$ cat config.mk
export PLATFORM = sky130hd
export DESIGN_NAME = per_port_common_control
export DESIGN_NICKNAME = d
export VERILOG_FILES = /design/src/common/port_ctrl_pkg.sv /design/src/verilog/per_port_common_control.sv
export SDC_FILE = /design/constraint.sdc
export NUM_CORES = 1
export LEC_CHECK = 0
export ABC_AREA = 0
export BUFFER_PORTS_ARGS = -buffer_cell sky130_fd_sc_hd__buf_4
export CORE_MARGIN = 1.5
export CORE_UTILIZATION = 30
export DETAILED_ROUTE_END_ITERATION = 8
export HOLD_SLACK_MARGIN = 0.08
export PLACE_DENSITY_LB_ADDON = 0.12
export SLEW_MARGIN = 20
export SYNTH_ARGS = -nofsm -noshare
export SYNTH_HDL_FRONTEND = slang
export SYNTH_SLANG_ARGS = --single-unit
$ cat constraint.sdc
create_clock -name clk_i -period 2.6 [get_ports clk_i]
set_input_delay 0.26 -clock clk_i [delete_from_list [all_inputs] [get_ports clk_i]]
set_output_delay 0.26 -clock clk_i [all_outputs]
set_load 0.01 [all_outputs]
$ cat src/common/port_ctrl_pkg.sv
// Purpose: constants and carriers for the per-port control bank
// Assumes: 16-bit registers, one per aligned 32-bit Wishbone word
// Notes:   offsets are register indices; byte address is index times 4
package port_ctrl_pkg;
	localparam int          ADR_W     = 13;
	localparam int          PSEL_LSB  = 9;
	localparam logic [8:0]  OFS_CR1   = 9'h040;
	localparam logic [8:0]  OFS_CR2   = 9'h042;
	localparam logic [8:0]  OFS_CR3   = 9'h044;
	localparam logic [8:0]  OFS_CR4   = 9'h046;
	localparam logic [8:0]  OFS_INV1  = 9'h04A;
	localparam logic [8:0]  OFS_INV2  = 9'h04C;
	localparam logic [8:0]  OFS_ISR   = 9'h050;
	localparam logic [8:0]  OFS_SR    = 9'h052;
	localparam logic [8:0]  OFS_SRL   = 9'h054;
	localparam logic [8:0]  OFS_SRIE  = 9'h056;
	localparam logic [15:0] RST_CR1   = 16'h0006;
	localparam logic [15:0] RST_ZERO  = 16'h0000;
	localparam logic [15:0] MSK_CR1   = 16'h7EDF;
	localparam logic [15:0] MSK_CR2   = 16'hF738;
	localparam logic [15:0] MSK_CR3   = 16'h36FF;
	localparam logic [15:0] MSK_CR4   = 16'h07FF;
	localparam logic [15:0] MSK_INV1  = 16'h17FF;
	localparam logic [15:0] MSK_INV2  = 16'h16DE;
	localparam logic [15:0] MSK_SRIE  = 16'h0007;
	localparam int CR1_PAYLOAD_AIS_SELECT  = 12;
	localparam int CR1_LINE_AIS_SELECT  = 10;
	localparam int CR1_PATTERN_TESTER_ENABLE  = 9;
	localparam int CR1_MANUAL_ERROR_INSERT  = 7;
	localparam int CR1_ERROR_INSERT_MODE  = 6;
	localparam int CR1_MONITOR_UPDATE_MODE  = 4;
	localparam int CR1_PMU   = 3;
	localparam int CR1_PD    = 2;
	localparam int CR1_DATAPATH_SOFT_RESET = 1;
	localparam int CR1_RST   = 0;
	localparam int CR2_TX_LINE_OUTPUT_ENABLE  = 15;
	localparam int CR2_TTS   = 14;
	localparam int CR2_RX_MONITOR_PREAMP  = 13;
	localparam int CR2_TX_CABLE_BUILDOUT  = 12;
	localparam int CR2_LM    = 8;
	localparam int CR2_FM    = 3;
	localparam int CR3_RX_CLOCK_OUT_SELECT = 13;
	localparam int CR3_RSOF  = 12;
	localparam int CR3_TX_CLOCK_OUT_SELECT = 10;
	localparam int CR3_TSOF  = 9;
	localparam int CR3_PORT_8K_SOURCE_SELECT = 6;
	localparam int CR3_PORT_8K_REFERENCE_USE = 5;
	localparam int CR3_LOOP_TIMING_ENABLE = 4;
	localparam int CR3_RATE_ADAPTER_TX_CLOCK_CTRL = 3;
	localparam int ISR_PSR   = 9;
	localparam int CLK_NS    = 40;
	localparam int RST_MIN_NS = 100;
	localparam int RST_MIN_CYC = (RST_MIN_NS + CLK_NS - 1) / CLK_NS;

	typedef enum logic [3:0] {
		SRC_TXCLK_IN  = 4'b0001,
		SRC_RX_LINE   = 4'b0010,
		SRC_RECOVERED = 4'b0100,
		SRC_RATE_ADPT = 4'b1000
	} tx_clk_src_t;

	// per-port control levels handed to the port's data path
	typedef struct packed {
		logic [2:0]  payload_ais_select;
		logic [1:0]  line_ais_select;
		logic        bert_en;
		logic        clock_run;
		logic        dp_reset;
		logic        port_reset;
		logic        rx_preamp;
		logic        tx_buildout;
		logic        liu_en;
		logic        ja_en;
		logic [2:0]  lm;
		logic [2:0]  fm;
		logic [15:0] cr4;
		logic [15:0] inv1;
		logic [15:0] inv2;
		tx_clk_src_t tx_clk_src;
		logic        err_insert;
		logic        pm_load;
	} port_ctrl_t;

	// per-port signals arriving from the data path
	typedef struct packed {
		logic [7:0] payload_ais_select_cond;
		logic [3:0] line_ais_select_cond;
		logic       dlb_active;
		logic       rx_payload;
		logic       bert_data;
		logic       tx_serial;
		logic       tx_pos;
		logic       tx_neg;
		logic       tx_lclk;
		logic       ais_pos;
		logic       ais_neg;
		logic       rx_gclk;
		logic       rx_clko;
		logic       rx_den;
		logic       rx_sof;
		logic       tx_gclk;
		logic       tx_clko;
		logic       tx_den;
		logic       tx_sof;
		logic       rx_8k;
		logic       tx_8k;
		logic       pm_done;
		logic       rlol;
		logic       tdm;
		logic [15:0] isr_src;
	} port_in_t;

	// per-port pin and data outputs
	typedef struct packed {
		logic rx_payload;
		logic tx_payload;
		logic tx_pos;
		logic tx_neg;
		logic tx_lclk;
		logic line_ais;
		logic drv_plus;
		logic drv_minus;
		logic drv_oe;
		logic rx_clk_pin;
		logic rx_sof_pin;
		logic tx_clk_pin;
		logic tx_sof_pin;
		logic port_8k;
		logic ref_8k;
	} port_out_t;
endpackage : port_ctrl_pkg

$ cat src/verilog/per_port_common_control.sv
// Purpose: per-port common control bank, Wishbone classic slave
// Assumes: all port inputs synchronous to clk_i
// Notes:   one register copy per port, ports 0x200 indices apart
// Contract
// - payload AIS code forces all-ones on receive payload; code 0 always
// - line AIS code forces AIS onto transmit line; code 0 on loopback
// - pattern tester enable swaps tester data for serial input
// - rising manual insert bit fires an error insert pulse
// - insert mode picks local insert bit or global insert source
// - update mode picks local request or global update mechanism
// - rising update request loads monitor registers, resets counters
// - request held until done; lowering request clears done
// - power-down stops port clocks; resets to powered down
// - data-path reset holds data path; software holds it 100 ns
// - port reset bit defaults the port, ORed with other resets
// - transmit line enable low forces line clock and data low
// - tri-state floats drivers only while line interface is powered
// - monitor bit switches in the 20 dB receive pre-amplifier
// - build-out shapes for 225 feet, only in line interface mode
// - interface mode field; zero disables line unit and attenuator
// - clock output selects pick gapped clock or clock output
// - frame start selects pick data enable or frame start pulse
// - 8 kHz source select picks receive or transmit framer clock
// - 8 kHz use bit picks global or this port's reference
// - loop timing takes transmit clock from receive side while rate adapter control is set
// - rate adapter control picks adapter clocks or clock input
`timescale 1ns/1ps
module per_port_common_control #(
	parameter int NUM_PORTS = 4
) (
	input  wire logic                   clk_i,       // 25 MHz
	input  wire logic                   rst_i,       // sync, high
	input  wire logic                   glb_rst_i,   // global reset
	input  wire logic                   cyc_i,       // wb cycle
	input  wire logic                   stb_i,       // wb strobe
	input  wire logic                   we_i,        // wb write
	input  wire logic [port_ctrl_pkg::ADR_W-1:0] adr_i, // byte address
	input  wire logic [3:0]             sel_i,       // byte lanes
	input  wire logic [31:0]            dat_i,       // write data
	output logic      [31:0]            dat_o,       // read data
	output logic                        ack_o,       // wb ack
	input  wire logic                   glb_insert_i, // global insert
	input  wire logic                   glb_update_i, // global update
	input  wire logic                   glb_8k_i,    // global 8 kHz
	input  port_ctrl_pkg::port_in_t [NUM_PORTS-1:0]   pin_i, // per port
	output port_ctrl_pkg::port_ctrl_t [NUM_PORTS-1:0] ctrl_o, // levels
	output port_ctrl_pkg::port_out_t [NUM_PORTS-1:0]  pout_o  // pins
);
	import port_ctrl_pkg::*;

	logic [15:0] cr1_q  [NUM_PORTS];
	logic [15:0] cr2_q  [NUM_PORTS];
	logic [15:0] cr3_q  [NUM_PORTS];
	logic [15:0] cr4_q  [NUM_PORTS];
	logic [15:0] inv1_q [NUM_PORTS];
	logic [15:0] inv2_q [NUM_PORTS];
	logic [15:0] srl_q  [NUM_PORTS];
	logic [15:0] srie_q [NUM_PORTS];
	logic [15:0] sr_w   [NUM_PORTS];
	logic [15:0] isr_w  [NUM_PORTS];
	logic        ack_q;
	logic        hit_q;
	logic [31:0] dat_q;
	logic        wr_go;
	logic [15:0] wmask;
	logic [8:0]  ofs;
	logic [1:0]  psel;
	logic        pok;
	logic [15:0] rd_d;
	logic        hit_d;

	assign ofs  = adr_i[PSEL_LSB+1:2];
	assign psel = adr_i[PSEL_LSB+3:PSEL_LSB+2];
	assign pok  = (32'(psel) < NUM_PORTS);
	// write lands at the edge where the master sees ack
	assign wr_go = cyc_i & stb_i & we_i & ack_q;
	assign wmask = {{8{sel_i[1]}}, {8{sel_i[0]}}};
	assign ack_o = ack_q;
	assign dat_o = dat_q;

	// read decode; unmapped and reserved bits read zero
	always_comb begin
		rd_d  = RST_ZERO;
		hit_d = 1'b1;
		if (!pok) begin
			hit_d = 1'b0;
		end else if (ofs == OFS_CR1) begin
			rd_d = cr1_q[psel];
		end else if (ofs == OFS_CR2) begin
			rd_d = cr2_q[psel];
		end else if (ofs == OFS_CR3) begin
			rd_d = cr3_q[psel];
		end else if (ofs == OFS_CR4) begin
			rd_d = cr4_q[psel];
		end else if (ofs == OFS_INV1) begin
			rd_d = inv1_q[psel];
		end else if (ofs == OFS_INV2) begin
			rd_d = inv2_q[psel];
		end else if (ofs == OFS_ISR) begin
			rd_d = isr_w[psel];
		end else if (ofs == OFS_SR) begin
			rd_d = sr_w[psel];
		end else if (ofs == OFS_SRL) begin
			rd_d = srl_q[psel];
		end else if (ofs == OFS_SRIE) begin
			rd_d = srie_q[psel];
		end else begin
			hit_d = 1'b0;
		end
	end

	// one wait state: ack and read data rise together
	always_ff @(posedge clk_i) begin
		if (rst_i) begin
			ack_q <= 1'b0;
			hit_q <= 1'b0;
			dat_q <= 32'h0000_0000;
		end else begin
			ack_q <= cyc_i & stb_i & ~ack_q;
			hit_q <= hit_d;
			dat_q <= {16'h0000, rd_d};
		end
	end

	genvar p;
	generate
	for (p = 0; p < NUM_PORTS; p++) begin : g_port
		logic hard_rst;
		logic prst;
		logic wsel;
		logic liu_on;
		logic manual_error_insert_q;
		logic ginsq_q;
		logic pmu_q;
		logic gupd_q;
		logic done_q;
		logic req_lvl;
		logic [15:0] srprev_q;
		port_out_t   po_q;
		logic        ins_q;
		logic        load_q;
		logic        payload_ais_select_f;
		logic        line_ais_select_f;

		assign hard_rst = rst_i | glb_rst_i;
		assign prst     = hard_rst | cr1_q[p][CR1_RST];
		assign wsel     = wr_go & pok & (32'(psel) == p);
		assign liu_on   = (cr2_q[p][CR2_LM+:3] != 3'h0)
			& ~cr1_q[p][CR1_PD];

		// the reset bit survives its own port reset
		always_ff @(posedge clk_i) begin
			if (hard_rst) begin
				cr1_q[p][CR1_RST] <= RST_CR1[CR1_RST];
			end else if (wsel && ofs == OFS_CR1 && sel_i[0]) begin
				cr1_q[p][CR1_RST] <= dat_i[CR1_RST];
			end
		end

		// control registers; port reset restores defaults
		always_ff @(posedge clk_i) begin
			if (prst) begin
				cr1_q[p][15:1] <= RST_CR1[15:1];
				cr2_q[p]  <= RST_ZERO;
				cr3_q[p]  <= RST_ZERO;
				cr4_q[p]  <= RST_ZERO;
				inv1_q[p] <= RST_ZERO;
				inv2_q[p] <= RST_ZERO;
				srie_q[p] <= RST_ZERO;
			end else if (wsel) begin
				if (ofs == OFS_CR1) begin
					cr1_q[p][15:1] <= ((dat_i[15:1] & wmask[15:1])
						| (cr1_q[p][15:1] & ~wmask[15:1]))
						& MSK_CR1[15:1];
				end else if (ofs == OFS_CR2) begin
					cr2_q[p] <= ((dat_i[15:0] & wmask)
						| (cr2_q[p] & ~wmask)) & MSK_CR2;
				end else if (ofs == OFS_CR3) begin
					cr3_q[p] <= ((dat_i[15:0] & wmask)
						| (cr3_q[p] & ~wmask)) & MSK_CR3;
				end else if (ofs == OFS_CR4) begin
					cr4_q[p] <= ((dat_i[15:0] & wmask)
						| (cr4_q[p] & ~wmask)) & MSK_CR4;
				end else if (ofs == OFS_INV1) begin
					inv1_q[p] <= ((dat_i[15:0] & wmask)
						| (inv1_q[p] & ~wmask)) & MSK_INV1;
				end else if (ofs == OFS_INV2) begin
					inv2_q[p] <= ((dat_i[15:0] & wmask)
						| (inv2_q[p] & ~wmask)) & MSK_INV2;
				end else if (ofs == OFS_SRIE) begin
					srie_q[p] <= ((dat_i[15:0] & wmask)
						| (srie_q[p] & ~wmask)) & MSK_SRIE;
				end
			end
		end

		// live status and summary; summary bit from enabled latches
		assign sr_w[p] = {13'h0000, pin_i[p].tdm, pin_i[p].rlol, done_q};
		always_comb begin
			isr_w[p] = pin_i[p].isr_src & 16'h03F1;
			isr_w[p][ISR_PSR] = |(srl_q[p] & srie_q[p]);
		end

		// latched status: a new rise beats a same-cycle clear
		always_ff @(posedge clk_i) begin
			if (prst) begin
				srl_q[p]    <= RST_ZERO;
				srprev_q    <= RST_ZERO;
			end else begin
				srprev_q <= sr_w[p];
				srl_q[p] <= (srl_q[p] & ~((wsel && ofs == OFS_SRL)
					? (dat_i[15:0] & wmask) : RST_ZERO))
					| (sr_w[p] & ~srprev_q & MSK_SRIE);
			end
		end

		// edge detectors for insert and update triggers
		always_ff @(posedge clk_i) begin
			if (prst) begin
				manual_error_insert_q  <= 1'b0;
				ginsq_q <= 1'b0;
				pmu_q   <= 1'b0;
				gupd_q  <= 1'b0;
				ins_q   <= 1'b0;
				load_q  <= 1'b0;
			end else begin
				manual_error_insert_q  <= cr1_q[p][CR1_MANUAL_ERROR_INSERT];
				ginsq_q <= glb_insert_i;
				pmu_q   <= cr1_q[p][CR1_PMU];
				gupd_q  <= glb_update_i;
				ins_q   <= cr1_q[p][CR1_ERROR_INSERT_MODE]
					? (glb_insert_i & ~ginsq_q)
					: (cr1_q[p][CR1_MANUAL_ERROR_INSERT] & ~manual_error_insert_q);
				load_q  <= cr1_q[p][CR1_MONITOR_UPDATE_MODE]
					? (glb_update_i & ~gupd_q)
					: (cr1_q[p][CR1_PMU] & ~pmu_q);
			end
		end

		// done follows counters; dropping the request clears it
		assign req_lvl = cr1_q[p][CR1_MONITOR_UPDATE_MODE] ? glb_update_i
			: cr1_q[p][CR1_PMU];
		always_ff @(posedge clk_i) begin
			if (prst) begin
				done_q <= 1'b0;
			end else if (pin_i[p].pm_done && req_lvl) begin
				done_q <= 1'b1;
			end else if (!req_lvl) begin
				done_q <= 1'b0;
			end
		end

		// force conditions: code zero has a fixed meaning
		assign payload_ais_select_f = (cr1_q[p][CR1_PAYLOAD_AIS_SELECT+:3] == 3'h0) ? 1'b1
			: pin_i[p].payload_ais_select_cond[cr1_q[p][CR1_PAYLOAD_AIS_SELECT+:3]];
		assign line_ais_select_f = (cr1_q[p][CR1_LINE_AIS_SELECT+:2] == 2'h0)
			? pin_i[p].dlb_active
			: pin_i[p].line_ais_select_cond[cr1_q[p][CR1_LINE_AIS_SELECT+:2]];

		// registered pin outputs; all low while port held in reset
		always_ff @(posedge clk_i) begin
			if (prst) begin
				po_q <= '0;
			end else begin
				po_q.rx_payload <= payload_ais_select_f | pin_i[p].rx_payload;
				po_q.tx_payload <= cr1_q[p][CR1_PATTERN_TESTER_ENABLE]
					? pin_i[p].bert_data : pin_i[p].tx_serial;
				po_q.line_ais <= line_ais_select_f;
				po_q.tx_pos <= cr2_q[p][CR2_TX_LINE_OUTPUT_ENABLE] & (line_ais_select_f
					? pin_i[p].ais_pos : pin_i[p].tx_pos);
				po_q.tx_neg <= cr2_q[p][CR2_TX_LINE_OUTPUT_ENABLE] & (line_ais_select_f
					? pin_i[p].ais_neg : pin_i[p].tx_neg);
				po_q.tx_lclk <= cr2_q[p][CR2_TX_LINE_OUTPUT_ENABLE]
					& pin_i[p].tx_lclk;
				po_q.drv_plus <= line_ais_select_f ? pin_i[p].ais_pos
					: pin_i[p].tx_pos;
				po_q.drv_minus <= line_ais_select_f ? pin_i[p].ais_neg
					: pin_i[p].tx_neg;
				// a powered-down unit never drives
				po_q.drv_oe <= liu_on & ~cr2_q[p][CR2_TTS];
				po_q.rx_clk_pin <= cr3_q[p][CR3_RX_CLOCK_OUT_SELECT]
					? pin_i[p].rx_clko : pin_i[p].rx_gclk;
				po_q.tx_clk_pin <= cr3_q[p][CR3_TX_CLOCK_OUT_SELECT]
					? pin_i[p].tx_clko : pin_i[p].tx_gclk;
				po_q.rx_sof_pin <= cr3_q[p][CR3_RSOF]
					? pin_i[p].rx_sof : pin_i[p].rx_den;
				po_q.tx_sof_pin <= cr3_q[p][CR3_TSOF]
					? pin_i[p].tx_sof
					: pin_i[p].tx_den;
				po_q.port_8k <= cr3_q[p][CR3_PORT_8K_SOURCE_SELECT]
					? pin_i[p].tx_8k : pin_i[p].rx_8k;
				po_q.ref_8k <= cr3_q[p][CR3_PORT_8K_REFERENCE_USE]
					? (cr3_q[p][CR3_PORT_8K_SOURCE_SELECT] ? pin_i[p].tx_8k
					: pin_i[p].rx_8k) : glb_8k_i;
			end
		end
		assign pout_o[p] = po_q;

		// control levels to the port data path
		always_comb begin
			ctrl_o[p].payload_ais_select        = cr1_q[p][CR1_PAYLOAD_AIS_SELECT+:3];
			ctrl_o[p].line_ais_select        = cr1_q[p][CR1_LINE_AIS_SELECT+:2];
			ctrl_o[p].bert_en     = cr1_q[p][CR1_PATTERN_TESTER_ENABLE];
			ctrl_o[p].clock_run   = ~cr1_q[p][CR1_PD];
			ctrl_o[p].dp_reset    = cr1_q[p][CR1_DATAPATH_SOFT_RESET] | prst;
			ctrl_o[p].port_reset  = prst;
			ctrl_o[p].rx_preamp   = cr2_q[p][CR2_RX_MONITOR_PREAMP];
			// build-out only meaningful with the line unit on
			ctrl_o[p].tx_buildout = cr2_q[p][CR2_TX_CABLE_BUILDOUT] & liu_on;
			ctrl_o[p].liu_en      = liu_on;
			ctrl_o[p].ja_en       = liu_on;
			ctrl_o[p].lm          = cr2_q[p][CR2_LM+:3];
			ctrl_o[p].fm          = cr2_q[p][CR2_FM+:3];
			ctrl_o[p].cr4         = cr4_q[p];
			ctrl_o[p].inv1        = inv1_q[p];
			ctrl_o[p].inv2        = inv2_q[p];
			ctrl_o[p].err_insert  = ins_q;
			ctrl_o[p].pm_load     = load_q;
			if (!cr3_q[p][CR3_RATE_ADAPTER_TX_CLOCK_CTRL]) begin
				ctrl_o[p].tx_clk_src = SRC_RATE_ADPT;
			end else if (cr3_q[p][CR3_LOOP_TIMING_ENABLE]) begin
				ctrl_o[p].tx_clk_src = liu_on ? SRC_RECOVERED
					: SRC_RX_LINE;
			end else begin
				ctrl_o[p].tx_clk_src = SRC_TXCLK_IN;
			end
		end

		property p_payload_ais_select;
			@(posedge clk_i) disable iff (prst)
			cr1_q[p][CR1_PAYLOAD_AIS_SELECT+:3] == 3'h0 |=> po_q.rx_payload;
		endproperty
		a_payload_ais_select: assert property (p_payload_ais_select)
			else $error("payload ais not forced");
		property p_bert;
			@(posedge clk_i) disable iff (prst)
			cr1_q[p][CR1_PATTERN_TESTER_ENABLE] |=>
				po_q.tx_payload == $past(pin_i[p].bert_data);
		endproperty
		a_bert: assert property (p_bert)
			else $error("tester data not on payload");
		property p_ins;
			@(posedge clk_i) disable iff (prst)
			!cr1_q[p][CR1_ERROR_INSERT_MODE] && $rose(cr1_q[p][CR1_MANUAL_ERROR_INSERT]) |=>
				ins_q ##1 !ins_q;
		endproperty
		a_ins: assert property (p_ins)
			else $error("insert pulse missing");
		property p_gins;
			@(posedge clk_i) disable iff (prst)
			cr1_q[p][CR1_ERROR_INSERT_MODE] && $past(cr1_q[p][CR1_ERROR_INSERT_MODE])
				&& ins_q |-> $past(glb_insert_i) && !$past(ginsq_q);
		endproperty
		a_gins: assert property (p_gins)
			else $error("insert pulse without global edge");
		property p_load;
			@(posedge clk_i) disable iff (prst)
			!cr1_q[p][CR1_MONITOR_UPDATE_MODE] && $rose(cr1_q[p][CR1_PMU]) |=> load_q;
		endproperty
		a_load: assert property (p_load)
			else $error("monitor load missing");
		property p_done;
			@(posedge clk_i) disable iff (prst)
			done_q && !req_lvl |=> !done_q;
		endproperty
		a_done: assert property (p_done)
			else $error("done not cleared on request low");
		property p_pd;
			@(posedge clk_i) disable iff (rst_i)
			cr1_q[p][CR1_PD] |-> !ctrl_o[p].clock_run ##1 !po_q.drv_oe;
		endproperty
		a_pd: assert property (p_pd)
			else $error("port running while powered down");
		property p_tx_line_output_enable;
			@(posedge clk_i) disable iff (prst)
			!cr2_q[p][CR2_TX_LINE_OUTPUT_ENABLE] |=> !po_q.tx_pos && !po_q.tx_neg
				&& !po_q.tx_lclk;
		endproperty
		a_tx_line_output_enable: assert property (p_tx_line_output_enable)
			else $error("line outputs not low when disabled");
		property p_tts;
			@(posedge clk_i) disable iff (prst)
			cr2_q[p][CR2_TTS] |=> !po_q.drv_oe;
		endproperty
		a_tts: assert property (p_tts)
			else $error("drivers on while tri-stated");
		property p_prst;
			@(posedge clk_i) disable iff (hard_rst)
			cr1_q[p][CR1_RST] |=> cr2_q[p] == RST_ZERO
				&& cr1_q[p][CR1_DATAPATH_SOFT_RESET] && cr1_q[p][CR1_PD];
		endproperty
		a_prst: assert property (p_prst)
			else $error("port reset left state");
	end
	endgenerate

	property p_unmap;
		@(posedge clk_i) disable iff (rst_i)
		ack_q && !hit_q |-> dat_q == 32'h0000_0000;
	endproperty
	a_unmap: assert property (p_unmap)
		else $error("unmapped read not zero");
endmodule : per_port_common_control
# [After elaboration in Yosys (flattened, before gate mapping)]
# Memories as Yosys holds them, arrays and structs flattened.
# Cells that the tools add are included.
[classes] n_eq_ne=17 n_lt_le_gt_ge=9 n_reduce_logical=33 mux=286 bitwise_logic=207
[op_table] operator="16-bit 2-to-1 mux" n=22
[op_table] operator="1-bit 2-to-1 mux" n=214
[op_table] operator="16-bit bitwise AND" n=13
[op_table] operator="12-bit 2-to-1 mux" n=12
[op_table] operator="14-bit bitwise AND" n=9
[op_table] operator="14-bit bitwise OR" n=8
[op_table] operator="13-bit bitwise AND" n=8
[op_table] operator="13-bit bitwise OR" n=8
[op_table] operator="9-bit by 7-bit equality test with 1-bit output (second input constant)" n=10
[op_table] operator="16-bit NOT" n=5
[op_table] operator="16-bit binary-select mux with 2-bit select" n=2
[op_table] operator="16-bit bitwise OR" n=4
[op_table] operator="16-bit by 3-bit bitwise OR with 16-bit output" n=4
[op_table] operator="16-bit OR reduction" n=4
[op_table] operator="1-bit bitwise OR" n=49
[op_table] operator="1-bit bitwise AND" n=48
[op_table] operator="11-bit bitwise AND" n=4
[op_table] operator="11-bit 2-to-1 mux" n=4
[op_table] operator="11-bit bitwise OR" n=4
[op_table] operator="10-bit 2-to-1 mux" n=4
[op_table] operator="3-bit 2-to-1 mux" n=12
[op_table] operator="9-bit 2-to-1 mux" n=4
[op_table] operator="1-bit NOT" n=25
[op_table] operator="3-bit bitwise AND" n=8
[op_table] operator="other kinds (17)" n=67
[totals] in_bits=258 register_bits=133 wordCells=655 mem_bits_rw=344 n_memories=8 output_inout_bits=385
[mem_list] name="srl_q" words=4 word_bits=16 read_ports=5 rd_clocked_by_memory_dff=0 wr=4 line="per_port_common_control.sv:57" source="logic [15:0] srl_q [NUM_PORTS];"
[mem_list] name="cr1_q" words=4 word_bits=13 read_ports=5 rd_clocked_by_memory_dff=0 wr=4 line="per_port_common_control.sv:51" source="logic [15:0] cr1_q [NUM_PORTS];"
[mem_list] name="cr3_q" words=4 word_bits=12 read_ports=5 rd_clocked_by_memory_dff=0 wr=4 line="per_port_common_control.sv:53" source="logic [15:0] cr3_q [NUM_PORTS];"
[mem_list] name="inv1_q" words=4 word_bits=12 read_ports=5 rd_clocked_by_memory_dff=0 wr=4 line="per_port_common_control.sv:55" source="logic [15:0] inv1_q [NUM_PORTS];"
[mem_list] name="cr4_q" words=4 word_bits=11 read_ports=5 rd_clocked_by_memory_dff=0 wr=4 line="per_port_common_control.sv:54" source="logic [15:0] cr4_q [NUM_PORTS];"
[mem_list] name="cr2_q" words=4 word_bits=10 read_ports=5 rd_clocked_by_memory_dff=0 wr=4 line="per_port_common_control.sv:52" source="logic [15:0] cr2_q [NUM_PORTS];"
[mem_list] name="2 more memories"

# [Depth between registers and ports, before layout]
# Gate-level depths: netlist of run 1.
# An unclocked memory read counts as a cell.
[logic_depth] ltp_word=13 mapped_depth=8 mapped_depth_nobuf=5

# [Worst setup path before layout of run 1]
# Ideal clock, no wire load.
[synth_path] path_type="input to register" startpoint="in adr_i[7] in the netlist's numbering" endpoint="mem inv1_q[0][0] in the netlist's numbering (enable)" setup_ps=398 path_slack_ps=-68 path_buffers=1 arrival_time_ps=2271 path_stages=5 required_ps=2202 path_cell_list="or4b_1 -> buf_6 -> nor2_1 -> nand2_1 -> o21ai_0"
[synth_lines] element="from (decl)" line="per_port_common_control.sv:37" source="input wire logic [port_ctrl_pkg::ADR_W-1:0] adr_i,"
[synth_lines] element="to (decl)" line="per_port_common_control.sv:55"

==> summary by stage, run 1 <==
Worst setup path
At the worst endpoint, the required time is 3.05 ns. Tracing the worst setup path back leads to its startpoint at ack_o. The worst setup path category is register to register. Measured in cells, the most critical reg-to-reg path has a length of 6. The launch instance of the worst register-to-register path is ack_o. The capture point of the critical path is inv2_q[0][4]. The biggest fanout along the worst timing path is 9. STA classifies the critical path startpoint as a register.

The worst setup path is captured at a register. Data arrives at the worst endpoint at 2.87 ns. In this run the critical register-to-register path is captured at inv2_q[0][4].

In this run the register-to-register setup slack is 0.18 ns.

Layout
The count of inserted antenna diode cells is 0. Relative to the synthesized area, the layout overhead comes to 32.4%. The finished layout holds 3,594 standard cells, fillers aside. In the layout the commonest cells are 634 x sky130_fd_sc_hd__buf_4, 289 x sky130_fd_sc_hd__a21oi_1, 281 x sky130_fd_sc_hd__nand2b_1, 280 x sky130_fd_sc_hd__edfxtp_1, 181 x sky130_fd_sc_hd__dfxtp_1. The post-route netlist has 32.1% of its cells at a drive strength greater than 1. The leading cell type in the layout, fill and taps excluded is sky130_fd_sc_hd__buf_4. The number of nets in the layout is 2,836.

Global route
The largest net degree at the start of global routing is 66. The number of antenna violations at the first check in global routing was 4. The all-layer global routing usage is 24.0%.

After global routing the overflow that remains totals 0. The first global-routing pass estimated 136 mm of wire. The number of global-route vias before repair is 18,900.

Pwr
The internal power is 13.1 mW. The combinational share of power is 11.7%. The worst IR drop on VDD is 0.606 mV. The clock network is responsible for 41.7% of the overall power.

The fraction of power consumed by sequential logic is 46.6%. In this run the power density over the cells is 583 mW/mm^2. The switching power is 4.54 mW.

Overall power consumption after layout is estimated at 17.6 mW. For this design the static power due to leakage is 12.2 nW. The switching part of the total power is 25.7%.

Drt
The average vias per placed instance is 5.21. The iteration-0 DRC count of the detailed router is 1,780. The first TritonRoute pass finished after 5 iterations. The mean routed wirelength per cell is 26.6 um. The routed via count is 18,700. After detailed routing, the number of remaining DRC violations is 0.

The routed design has 95.5 mm of wire. The number of nets with antenna violations after detailed routing is 0.

Synth
Summing the areas of all fa, ha and maj instances in the mapped netlist gives 0% of the synthesized area. By area, the combinational part of the netlist is dominated by simple AND/OR/NAND/NOR gates. For this run, the register share of the synthesized area comes to 52.7%.

The synthesized-area fraction occupied by ao, oa, aoi and oai cells is 12.9%. Ranked by total cell area, the synthesized netlist is headed by sky130_fd_sc_hd__edfxtp_1 37%, sky130_fd_sc_hd__dfxtp_1 16%, sky130_fd_sc_hd__mux4_2 10%. The most instantiated flip-flop cell in the synthesis netlist is sky130_fd_sc_hd__edfxtp_1. After synthesis the cells add up to 0.0228 mm^2. Synthesis produced a netlist whose cell count is 1,995. The count of flip-flops with a built-in enable after synthesis is 280. The share of the synthesized netlist area taken by xor and xnor gates is 0%. The fraction of registers with async set or reset after synthesis is 0%. The average cell area after synthesis is 11.4 um^2.

After Yosys synthesis, and, or, nand and nor cells account for 14.4% of the synthesized area. The synthesized design contains 461 register bits. Yosys mapped the design onto 62 distinct sky130hd cell types. The most area-hungry cell type in the Yosys netlist is sky130_fd_sc_hd__edfxtp_1.

Of the post-synthesis cell area, the dominant cell type holds 36.8%. The number of warning messages in the yosys log is 0. In the synthesized netlist, mux cells make up 11.8% of the area.

Timing
The timing-limited maximum frequency is 414 MHz. The worst pin sits at a relative slew slack of 45.1%. The worst path in the final design needs a cycle of 2.42 ns, including I/O delays and setup. The final critical path takes up 92.9% of the cycle.

Setup violations remaining at the end of the flow were counted as 0. The largest clock skew in the final design is 0.0311 ns. The max-slew violation count is 0. The slew at the pin closest to its max-slew limit is 0.821 ns.

The final hold violation count came to 0. Setup repair after global routing left no endpoint under its margin.

Floorplanning
The floorplan step defined a die boundary enclosing 0.0778 mm^2. The number of ports placed on the die boundary is 643. The core region is 0.0748 mm^2.

The die span in x is 279 um. The floorplan die height is 279 um. The number of placement rows is 100. Once the floorplan was initialized, standard cells occupied 30.5% of the core.

Clock tree
The number of buffers created by CTS is 55. The clock tree from TritonCTS is yes. Clock-pin slew was measured on the worst setup and hold paths at 0.06 ns. The source-to-sink clock delay at the later pin of the worst-skew pair is 0.63 ns. The number of H-tree levels is 2.

The post-CTS setup buffer count is 0. The clock net in this run drives a total of 461 sinks. The clock passes through at most 3 buffers.

The clock tree root driver cell is sky130_fd_sc_hd__clkbuf_16.

Placement
The sum of net half-perimeters after detailed placement is 68.2 mm. Routability-driven placement finished with a final weighted congestion of 0.868. Input and output buffers added on the ports amount to 494. The cell count after placement is 3,398.

Worst hold path
The type of the tightest min-delay check is input pin to register.

Run
The number of violations of the max-capacitance limit is 0.

Run status
The run finished with clean final reports.
## what timing repair did
action                                 4_1_cts  5_1_grt
hold buffers                                92        0
resized for setup                            0        1
endpoints found under the hold margin       96        0
setup endpoints to repair                    0       11
## worst min path at each step
stage            startpoint           end  slack, ns  depth (start not counted)
2_1_floorplan         stb_i         ack_o       0.38                          2
3_3_place_gp   srl_q[1][10]  srl_q[1][10]       0.45                          1
3_5_place_dp   srl_q[2][10]  srl_q[2][10]       0.45                          1
4_1_cts          pin_i[143]    pout_o[44]       0.08                          4
5_1_grt          pin_i[147]    pout_o[44]       0.12                          4
6_report         pin_i[147]    pout_o[44]       0.12                          4
## Yosys cell counts, types with 9 or more instances
master / number
sky130_fd_sc_hd__a22oi_1: 13
sky130_fd_sc_hd__mux2i_1: 36
sky130_fd_sc_hd__and2_1: 42
sky130_fd_sc_hd__mux4_2: 104
sky130_fd_sc_hd__o211a_1: 52
sky130_fd_sc_hd__o22ai_1: 9
sky130_fd_sc_hd__and3_1: 17
sky130_fd_sc_hd__edfxtp_1: 280
sky130_fd_sc_hd__nor3_1: 17
sky130_fd_sc_hd__buf_2: 22
sky130_fd_sc_hd__inv_1: 23
sky130_fd_sc_hd__dfxtp_1: 181
sky130_fd_sc_hd__nand3_1: 15
sky130_fd_sc_hd__buf_4: 163
sky130_fd_sc_hd__a21oi_1: 289
sky130_fd_sc_hd__nand2b_1: 281
sky130_fd_sc_hd__o21ai_0: 60
sky130_fd_sc_hd__nand2_1: 92
sky130_fd_sc_hd__clkbuf_1: 98
sky130_fd_sc_hd__a211oi_1: 18
sky130_fd_sc_hd__nor2_1: 89
## kinds of logic (layout without fill, tap and decap cells)
logic type	count (synthesis)	in the layout
and+or+nand+nor	591	591
buffers and inverters	317	868
muxes	140	140
DFF	461	461
other	1	80
AOI/OAI and AO/OA	485	485
## flip-flops by register name, indices dropped and copies added, names as in the netlist, 12 cells and up
register         flops
dat_o               16
srl_q               64
srie_q              12
cr3_q               48
cr4_q               44
cr1_q               52
cr2_q               40
g_port.srprev_q     12
pout_o              60
inv2_q              36
inv1_q              48
## through the flow
step / setup WS (ns) / area [um^2] / hold WS, ns / TNS [ns] / util, %
after CTS: 0.0881 / 30200 / 0.0808 / 0 / 40.4
after floorplan: -0.0684 / 23100 / 0.378 / -4.35 / -
after global placement: 0.0211 / 27600 / 0.446 / 0 / 36.9
after detailed placement: 0.0375 / 27600 / 0.452 / 0 / 36.9
final: 0.185 / 30200 / 0.118 / 0 / 40.4
after global routing: 0.0563 / 30200 / 0.119 / 0 / 40.4
## power groups by stage
stage	sequential [mW]	clock, mW	combinational, mW
3_5_place_dp	8.37	0	1.94
4_1_cts	8.22	7.49	2.07
6_report	8.22	7.35	2.07
2_1_floorplan	8.32	0	0.981
3_3_place_gp	8.37	0	1.92
5_1_grt	8.25	7.77	2.18
## layout make-up
| class | count | area (um^2) |
|---|---|---|
| fillers | 7321 | 44600 |
| inverters | 23 | 86.3 |
| multi-input cells | 1296 | 9250 |
| flip-flops and latches | 461 | 12000 |
| repair buffers | 741 | 5970 |
| clock inverters | 14 | 85.1 |
| well taps | 969 | 1210 |
| clock buffers | 90 | 1590 |
## worst max-delay path, stage by stage, from the launching register on
cell and delay (ns):
sky130_fd_sc_hd__dfxtp_1 0.32, sky130_fd_sc_hd__and4_1 0.41, sky130_fd_sc_hd__or3b_1 0.54, sky130_fd_sc_hd__nor2_2 0.26
sky130_fd_sc_hd__buf_4 0.22, sky130_fd_sc_hd__nand2_1 0.26, sky130_fd_sc_hd__a21oi_1 0.22
## per-layer routing
metal / global-route usage [%] / share of wire, % / wire, um / vias up
met2: 40.4 / 48 / 46300 / 853
met5: 0 / 0.065 / 62 / -
met1: 31.7 / 42 / 40100 / 9506
met3: 4.30 / 7.2 / 6880 / 131
met4: 6.10 / 2.3 / 2240 / 8
li1: - / - / - / 8234
Power figures use the tool's default switching activity.
==> run 2, diff against run 1 <==
--- a/config.mk
+++ b/config.mk
@@ -9,6 +9,7 @@
 export BUFFER_PORTS_ARGS = -buffer_cell sky130_fd_sc_hd__buf_4
 export CORE_MARGIN = 1.5
 export CORE_UTILIZATION = 30
+export CTS_BUF_LIST = sky130_fd_sc_hd__clkbuf_16
 export DETAILED_ROUTE_END_ITERATION = 8
 export HOLD_SLACK_MARGIN = 0.08
 export PLACE_DENSITY_LB_ADDON = 0.12
==> run 2 against run 1 <==
- wire length hardly changed
- sequential power hardly changed
- clock power is 4.1% lower
- largest power group unchanged
- sequential share of layout area is 0.079 points higher
- largest cell class unchanged
==> summary by stage, run 2 (same netlist as run 1, synthesis figures left out) <==
Pwr
The switching power is 4.53 mW (-0.22%). The worst IR drop on VDD came to 0.600 mV (-1.0%). The clock group share of total power is 40.7% (-1.0 points). The total power after layout is 17.3 mW (-1.7%). The internal power is 12.8 mW (-2.2%). The static power due to leakage is 12.3 nW (+0.67%). The fraction of power consumed by sequential logic came to 47.4% (+0.8 points). The combinational share of power is 11.9% (+0.2 points). The areal power density over the cells is 575 mW/mm^2 (-1.5%). The switching part of the total power is 26.1% (+0.39 points).

Global route
The largest net degree at the start of global routing was 66 (unchanged). The all-layer global routing usage is 24.0% (about the same). The number of antenna violations at the first check in global routing is 4 (unchanged).

The number of global-route vias before repair was 18,900 (-0.0053%). The residual overflow from global routing was 0 (unchanged). The wire length of the first global-routing pass was 136 mm (about the same).

Layout
srl_q holds more flip-flops than any other register. The layout-stage area growth over the synthesis result is 32.1%. The number of flip-flops under the largest register name came to 64 (unchanged). The leading cell type in the layout, fill and taps excluded is sky130_fd_sc_hd__buf_4. The layout cell share with drive strength beyond 1 is 31.9% (-0.23 points). The count of inserted antenna diode cells is 0 (unchanged). In the layout the commonest cells are 634 x sky130_fd_sc_hd__buf_4, 289 x sky130_fd_sc_hd__a21oi_1, 281 x sky130_fd_sc_hd__nand2b_1, 280 x sky130_fd_sc_hd__edfxtp_1, 181 x sky130_fd_sc_hd__dfxtp_1. The number of nets in the layout came to 2,836 (unchanged). The number of fill cells in the layout was 7,332 (+0.15%). The area of all sequential standard cells is 0.0120 mm^2 (unchanged). The area used by multi-input combinational logic came to 0.00925 mm^2 (unchanged).

Timing
The final clock period utilization by the worst path is 94.1% (+1.2 points). The shortest clock period the worst path allows after layout is 2.45 ns (+0.0323 ns). The summed negative setup slack over all endpoints is 0 ns (unchanged).

The worst slew margin relative to its limit is 46.7% (+1.6 points). The timing-limited maximum frequency is 409 MHz (-1.3%). The slew at the pin closest to its max-slew limit came to 0.798 ns (-0.0236 ns). The largest clock skew in the final design is 0.0295 ns (-0.00156 ns). The final hold violation count is 0 (unchanged).

The max-slew violation count is 0 (unchanged). Setup repair after global routing left no endpoint under its margin. The count of final setup violators is 0 (unchanged).

Worst setup path
The largest stage delay on the critical path is 0.54 ns (about the same). The biggest fanout along the worst timing path was 9 (unchanged). The setup path with the least slack is of type register to register. The cell with the biggest individual delay on the critical path is sky130_fd_sc_hd__or3b_1. The required time of the worst setup path is 3.05 ns (about the same). The worst setup path is launched from a register. The element type at the critical path end is a register. The signal on the critical path passes through and4_1 -> or3b_1 -> nor2_2 -> buf_4 -> nand2_1 -> a21oi_1. The worst endpoint data arrival time came to 2.90 ns (+0.03 ns).

Drt
The average vias per placed instance is 5.23 (+0.38%). The routed via count is 18,800 (+0.38%). The mean routed wirelength per cell is 26.6 um (about the same). The iteration-0 DRC count of the detailed router is 1,797 (+0.96%). The wire length reported by the detailed router is 95.6 mm (about the same). The number of iterations in the first detailed-routing pass is 5 (unchanged). The number of remaining DRC errors is 0 (unchanged).

The number of nets with antenna violations after detailed routing is 0 (unchanged).

Floorplanning
The number of placement rows is 100 (unchanged). The floorplan die height was 279 um (unchanged). The overall die area came to 0.0778 mm^2 (unchanged). The initial core utilization is 30.5% (unchanged). The number of ports placed on the die boundary is 643 (unchanged). The placeable core area is 0.0748 mm^2 (unchanged).

The die span in x is 279 um (unchanged).

Clock tree
The clock-pin transition on the worst setup and hold timing paths is 0.06 ns (about the same). The source-to-sink clock delay at the later pin of the worst-skew pair is 0.63 ns (about the same). The clock tree from TritonCTS is yes. The TritonCTS sink count came to 461 (unchanged). The clock tree root driver cell is sky130_fd_sc_hd__clkbuf_16. The largest buffer count on any clock path is 3 (unchanged). The number of H-tree levels is 2 (unchanged).

The number of buffers created by CTS was 55 (unchanged).

Run status
The flow ran to the end, and the final reports show no timing, DRC or antenna violations.

Worst hold path
The type of the tightest min-delay check is input pin to register.

Run
The number of violations of the max-capacitance limit was 0 (unchanged).

Placement
The final RePlAce weighted congestion is 0.868 (unchanged). The sum of net half-perimeters after detailed placement was 68.2 mm (unchanged). The number of port buffers is 494 (unchanged).
## run 2: cell types whose count changed in the layout (fill, tap and decap cells not counted), sizes merged
cell / previous run / this run
clkbuf: 90 / 56
clkinv: 11 / 17
inv: 24 / 52
## run 2: power groups by stage
stage	Combinational (mW)	Sequential, mW	Clock, mW
floorplan	0.981	8.32	0
global placement	1.92	8.37	0
detailed placement	1.94	8.37	0
CTS	2.07	8.22	7.19
global route	2.18	8.25	7.48
finish	2.07	8.22	7.05
## run 2: timing repair
| item | 4_1_cts | 5_1_grt |
|---|---|---|
| gates resized for setup | 0 | 1 |
| setup endpoints to repair | 0 | 11 |
| endpoints found under the hold margin | 96 | 0 |
| hold buffers | 92 | 0 |
| buffers inserted | 0 | 0 |
## run 2: worst paths after layout
kind                                     end  cells after the start          from  slack, ns
worst min-delay path              pout_o[44]                      4    pin_i[147]       0.12
worst max-delay path            inv2_q[0][4]                      6         ack_o       0.15
worst max register to register  inv2_q[0][4]                      6         ack_o       0.15
worst min register to register  srl_q[2][10]                      1  srl_q[2][10]       0.46
## run 2: final cells by class
cell class,instances,share of cell area [%]
flip-flops and latches,461,39.9
clock inverters,48,0.705
clock buffers,56,4.65
well taps,969,4.02
inverters,23,0.286
multi-input cells,1296,30.7
repair buffers,741,19.8
## run 2: critical path, delay by kind of cell (launching register included)
kind	cells	cell delay (ns)
compound gates	1	0.22
simple gates	4	1.49
flops	1	0.32
buf+inv	1	0.23
## run 2: metal layers
metal | track usage (%) | share of wire [%] | wire [um] | vias to the layer above
li1 | - | - | - | 8232
met1 | 31.7 | 42 | 39900 | 9521
met2 | 40.4 | 48 | 46300 | 906
met3 | 4.28 | 7.4 | 7060 | 136
met4 | 6.10 | 2.3 | 2240 | 8
met5 | 0 | 0.065 | 62 | -
## run 2: metrics by stage
| stage | util [%] | instance area, um^2 | hold slack (ns) | setup WS [ns] | std cells |
|---|---|---|---|---|---|
| floorplan | - | 23100 | 0.378 | -0.0684 | 2074 |
| detailed placement | 36.9 | 27600 | 0.452 | 0.0375 | 3398 |
| global placement | 36.9 | 27600 | 0.446 | 0.0211 | 3398 |
| global route | 40.3 | 30200 | 0.120 | 0.0573 | 3594 |
| finish | 40.3 | 30200 | 0.120 | 0.152 | 3594 |
| CTS | 40.3 | 30200 | 0.0815 | 0.0899 | 3594 |
==> run 3, diff against run 2 <==
--- a/config.mk
+++ b/config.mk
@@ -7,6 +7,8 @@
 export LEC_CHECK = 0
 export ABC_AREA = 0
 export BUFFER_PORTS_ARGS = -buffer_cell sky130_fd_sc_hd__buf_4
+export CELL_PAD_IN_SITES_DETAIL_PLACEMENT = 1
+export CELL_PAD_IN_SITES_GLOBAL_PLACEMENT = 2
 export CORE_MARGIN = 1.5
 export CORE_UTILIZATION = 30
 export CTS_BUF_LIST = sky130_fd_sc_hd__clkbuf_16
==> run 3 against run 2 <==
- register-to-register slack hardly changed
- non-clock buffer count is 5 lower
- utilization is 0.067 points higher
- setup slack better by 0.0092 ns
- global-route usage is 1.0 points higher
- hold slack worse by 0.012 ns
- first-iteration DRC count is 15% lower
- sequential share of layout area is 0.066 points lower
- highest routed layer unchanged
- maximum frequency is 0.38% higher
- power is 1.5% higher
==> summary by stage, run 3 (same netlist as run 1, synthesis figures left out) <==
Pwr
The areal power density over the cells is 582 mW/mm^2 (+1.4%). The worst IR drop on VDD came to 0.462 mV (-23%). The static power due to leakage is 12.3 nW (-0.14%).

Worst setup path
The worst setup path is captured at a register. In this design, the largest share of critical-path delay is due to simple AND/OR/NAND/NOR gates. The largest stage delay on the critical path is 0.55 ns (about the same). The worst setup path is of the register to register kind. Counting stages on the worst path, the most repeated cell is sky130_fd_sc_hd__buf_4. STA classifies the critical path startpoint as a register.

The total buffers and inverters traversed by the critical path came to 2 (+1). The biggest fanout along the worst timing path is 10 (+1). The worst endpoint data arrival time came to 2.91 ns (about the same). The required time of the worst setup path is 3.07 ns (+0.02 ns). The slowest stage of the critical path is the sky130_fd_sc_hd__or3b_1 cell. The critical path goes through and4_1 -> or3b_1 -> nor2_1 -> buf_4 -> nand2_1 -> buf_4 -> a21oi_1.

Timing
The timing-limited maximum frequency is 410 MHz (+0.38%). The slew at the pin closest to its max-slew limit is 0.662 ns (-0.135 ns). Setup repair after global routing left no endpoint under its margin. The count of final setup violators is 0 (unchanged). The final clock period utilization by the worst path is 93.8% (-0.35 points).

The final hold violation count was 0 (unchanged). The max-slew violation count came to 0 (unchanged). The largest clock skew in the final design is 0.0429 ns (+0.0134 ns).

The shortest clock period the worst path allows after layout is 2.44 ns (-0.00920 ns). The worst slew margin relative to its limit is 55.2% (+8.5 points).

Floorplanning
The initial core utilization is 30.5% (unchanged). The floorplan die height is 279 um (unchanged). The number of ports placed on the die boundary is 643 (unchanged). The number of placement rows is 100 (unchanged).

The overall die area is 0.0778 mm^2 (unchanged). The placeable core area is 0.0748 mm^2 (unchanged). The die span in x came to 279 um (unchanged).

Placement
The area after detailed placement was 0.0276 mm^2 (-0.22%). The sum of net half-perimeters after detailed placement is 71.3 mm (+4.5%). The number of port buffers is 494 (unchanged). The cell count after placement is 3,390 (-0.24%). The final RePlAce weighted congestion came to 0.833 (-4.0%).

Clock tree
The number of buffers created by CTS is 55 (unchanged). The source-to-sink clock delay at the later pin of the worst-skew pair is 0.63 ns (about the same). The number of H-tree levels is 2 (unchanged). TritonCTS built the clock tree. The clock-pin transition on the worst setup and hold timing paths is 0.06 ns (about the same). The TritonCTS sink count was 461 (unchanged). The largest buffer count on any clock path is 3 (unchanged).

The clock tree root driver cell is sky130_fd_sc_hd__clkbuf_16.

Drt
The number of remaining DRC errors came to 0 (unchanged). The average vias per placed instance is 5.22 (-0.20%). The wire length reported by the detailed router was 99.6 mm (+4.2%).

The number of iterations in the first detailed-routing pass is 5 (unchanged). The mean routed wirelength per cell is 27.7 um (+4.3%). The routed via count is 18,700 (-0.29%). The number of nets with antenna violations after detailed routing is 0 (unchanged).

The iteration-0 DRC count of the detailed router came to 1,523 (-15%).

Layout
The number of nets in the layout is 2,831 (-0.18%). In the layout the commonest cells are 626 x sky130_fd_sc_hd__buf_4, 289 x sky130_fd_sc_hd__a21oi_1, 281 x sky130_fd_sc_hd__nand2b_1, 280 x sky130_fd_sc_hd__edfxtp_1, 181 x sky130_fd_sc_hd__dfxtp_1. The area used by multi-input combinational logic is 0.00925 mm^2 (about the same).

The number of fill cells in the layout is 8,150 (+11%). The final design instance area without fill was 0.0302 mm^2 (+0.17%). Leaving out fill and tap cells, the most frequent cell in the layout is sky130_fd_sc_hd__buf_4. The post-layout instance count excluding filler cells is 3,591 (-0.083%). The number of flip-flops under the largest register name came to 64 (unchanged). The register ranked first by flip-flop count is srl_q. The layout cell share with drive strength beyond 1 was 31.8% (-0.092 points). The area of all sequential standard cells is 0.0120 mm^2 (unchanged). From synthesis to final layout, the design area changed by 32.4%.

Worst hold path
The worst hold path belongs to the class input pin to register.

Global route
The residual overflow from global routing came to 0 (unchanged). The all-layer global routing usage was 25.0% (+1.0 points). The number of antenna violations at the first check in global routing is 4 (unchanged). The number of global-route vias before repair is 19,600 (+3.5%). The largest net degree at the start of global routing came to 96 (+45%).

The wire length of the first global-routing pass is 141 mm (+3.8%).

Run status
The run finished with clean final reports.

Run
The number of violations of the max-capacitance limit is 0 (unchanged).
-- run 3: cell count changes in the layout (fill, tap and decap cells not counted), sizes merged --
cell         change
clkinv           +8
bufinv           +2
buf              -8
inv              -9
diode            +2
clkinvlp         -1
dlygate4sd3      +3
-- run 3: worst register-to-register path, delay by kind of cell, from the launching register on --
| family | cells | cell delay (ns) |
|---|---|---|
| flops | 1 | 0.35 |
| buf+inv | 2 | 0.49 |
| compound gates | 1 | 0.13 |
| simple gates | 4 | 1.32 |
-- run 3: path summary, 6_finish.rpt --
path / startpoint / endpoint / slack [ns] / depth (start not counted)
max: ack_o / cr3_q[0][0] / 0.16 / 7
min: pin_i[43] / pout_o[14] / 0.11 / 4
max reg2reg: ack_o / cr3_q[0][0] / 0.16 / 7
min reg2reg: srl_q[2][8] / srl_q[2][8] / 0.46 / 1
-- run 3: stage by stage --
stage	utilization (%)	TNS, ns	total power, mW	hold slack [ns]	setup slack [ns]
after global placement	36.8	0	10.3	0.433	0.0755
after CTS	40.4	0	17.8	0.0859	0.128
after global routing	40.4	0	18.2	0.117	0.00124
final	40.4	0	17.6	0.108	0.162
after detailed placement	36.8	0	10.3	0.439	0.0735
after floorplan	-	-4.35	9.30	0.378	-0.0684
-- run 3: report_power, final --
group          switching [mW]  internal (mW)
Combinational            1.12          0.964
Sequential              0.246           7.98
Clock                    3.20           4.10
Total                    4.56           13.0
-- run 3: repair_timing --
action,in CTS,in global routing
buffers inserted,0,0
hold buffers,95,0
hold endpoints to repair,98,0
resized for setup,0,0
-- run 3: cell type report --
cell class / count / share of cell area, %
flip-flops and latches: 461 / 39.8
multi-input cells: 1296 / 30.6
repair buffers: 736 / 19.7
clock buffers: 56 / 4.64
well taps: 969 / 4.01
clock inverters: 48 / 0.961
inverters: 23 / 0.286
diodes: 2 / 0.0166
-- run 3: metal layers --
| layer | track usage [%] | vias to the layer above | share of wire, % |
|---|---|---|---|
| li1 | - | 8214 | - |
| met1 | 32.6 | 9794 | 43 |
| met2 | 43.1 | 633 | 50 |
| met3 | 4.31 | 102 | 5.6 |
| met4 | 5.49 | 6 | 1.9 |
| met5 | 0 | - | 0.046 |
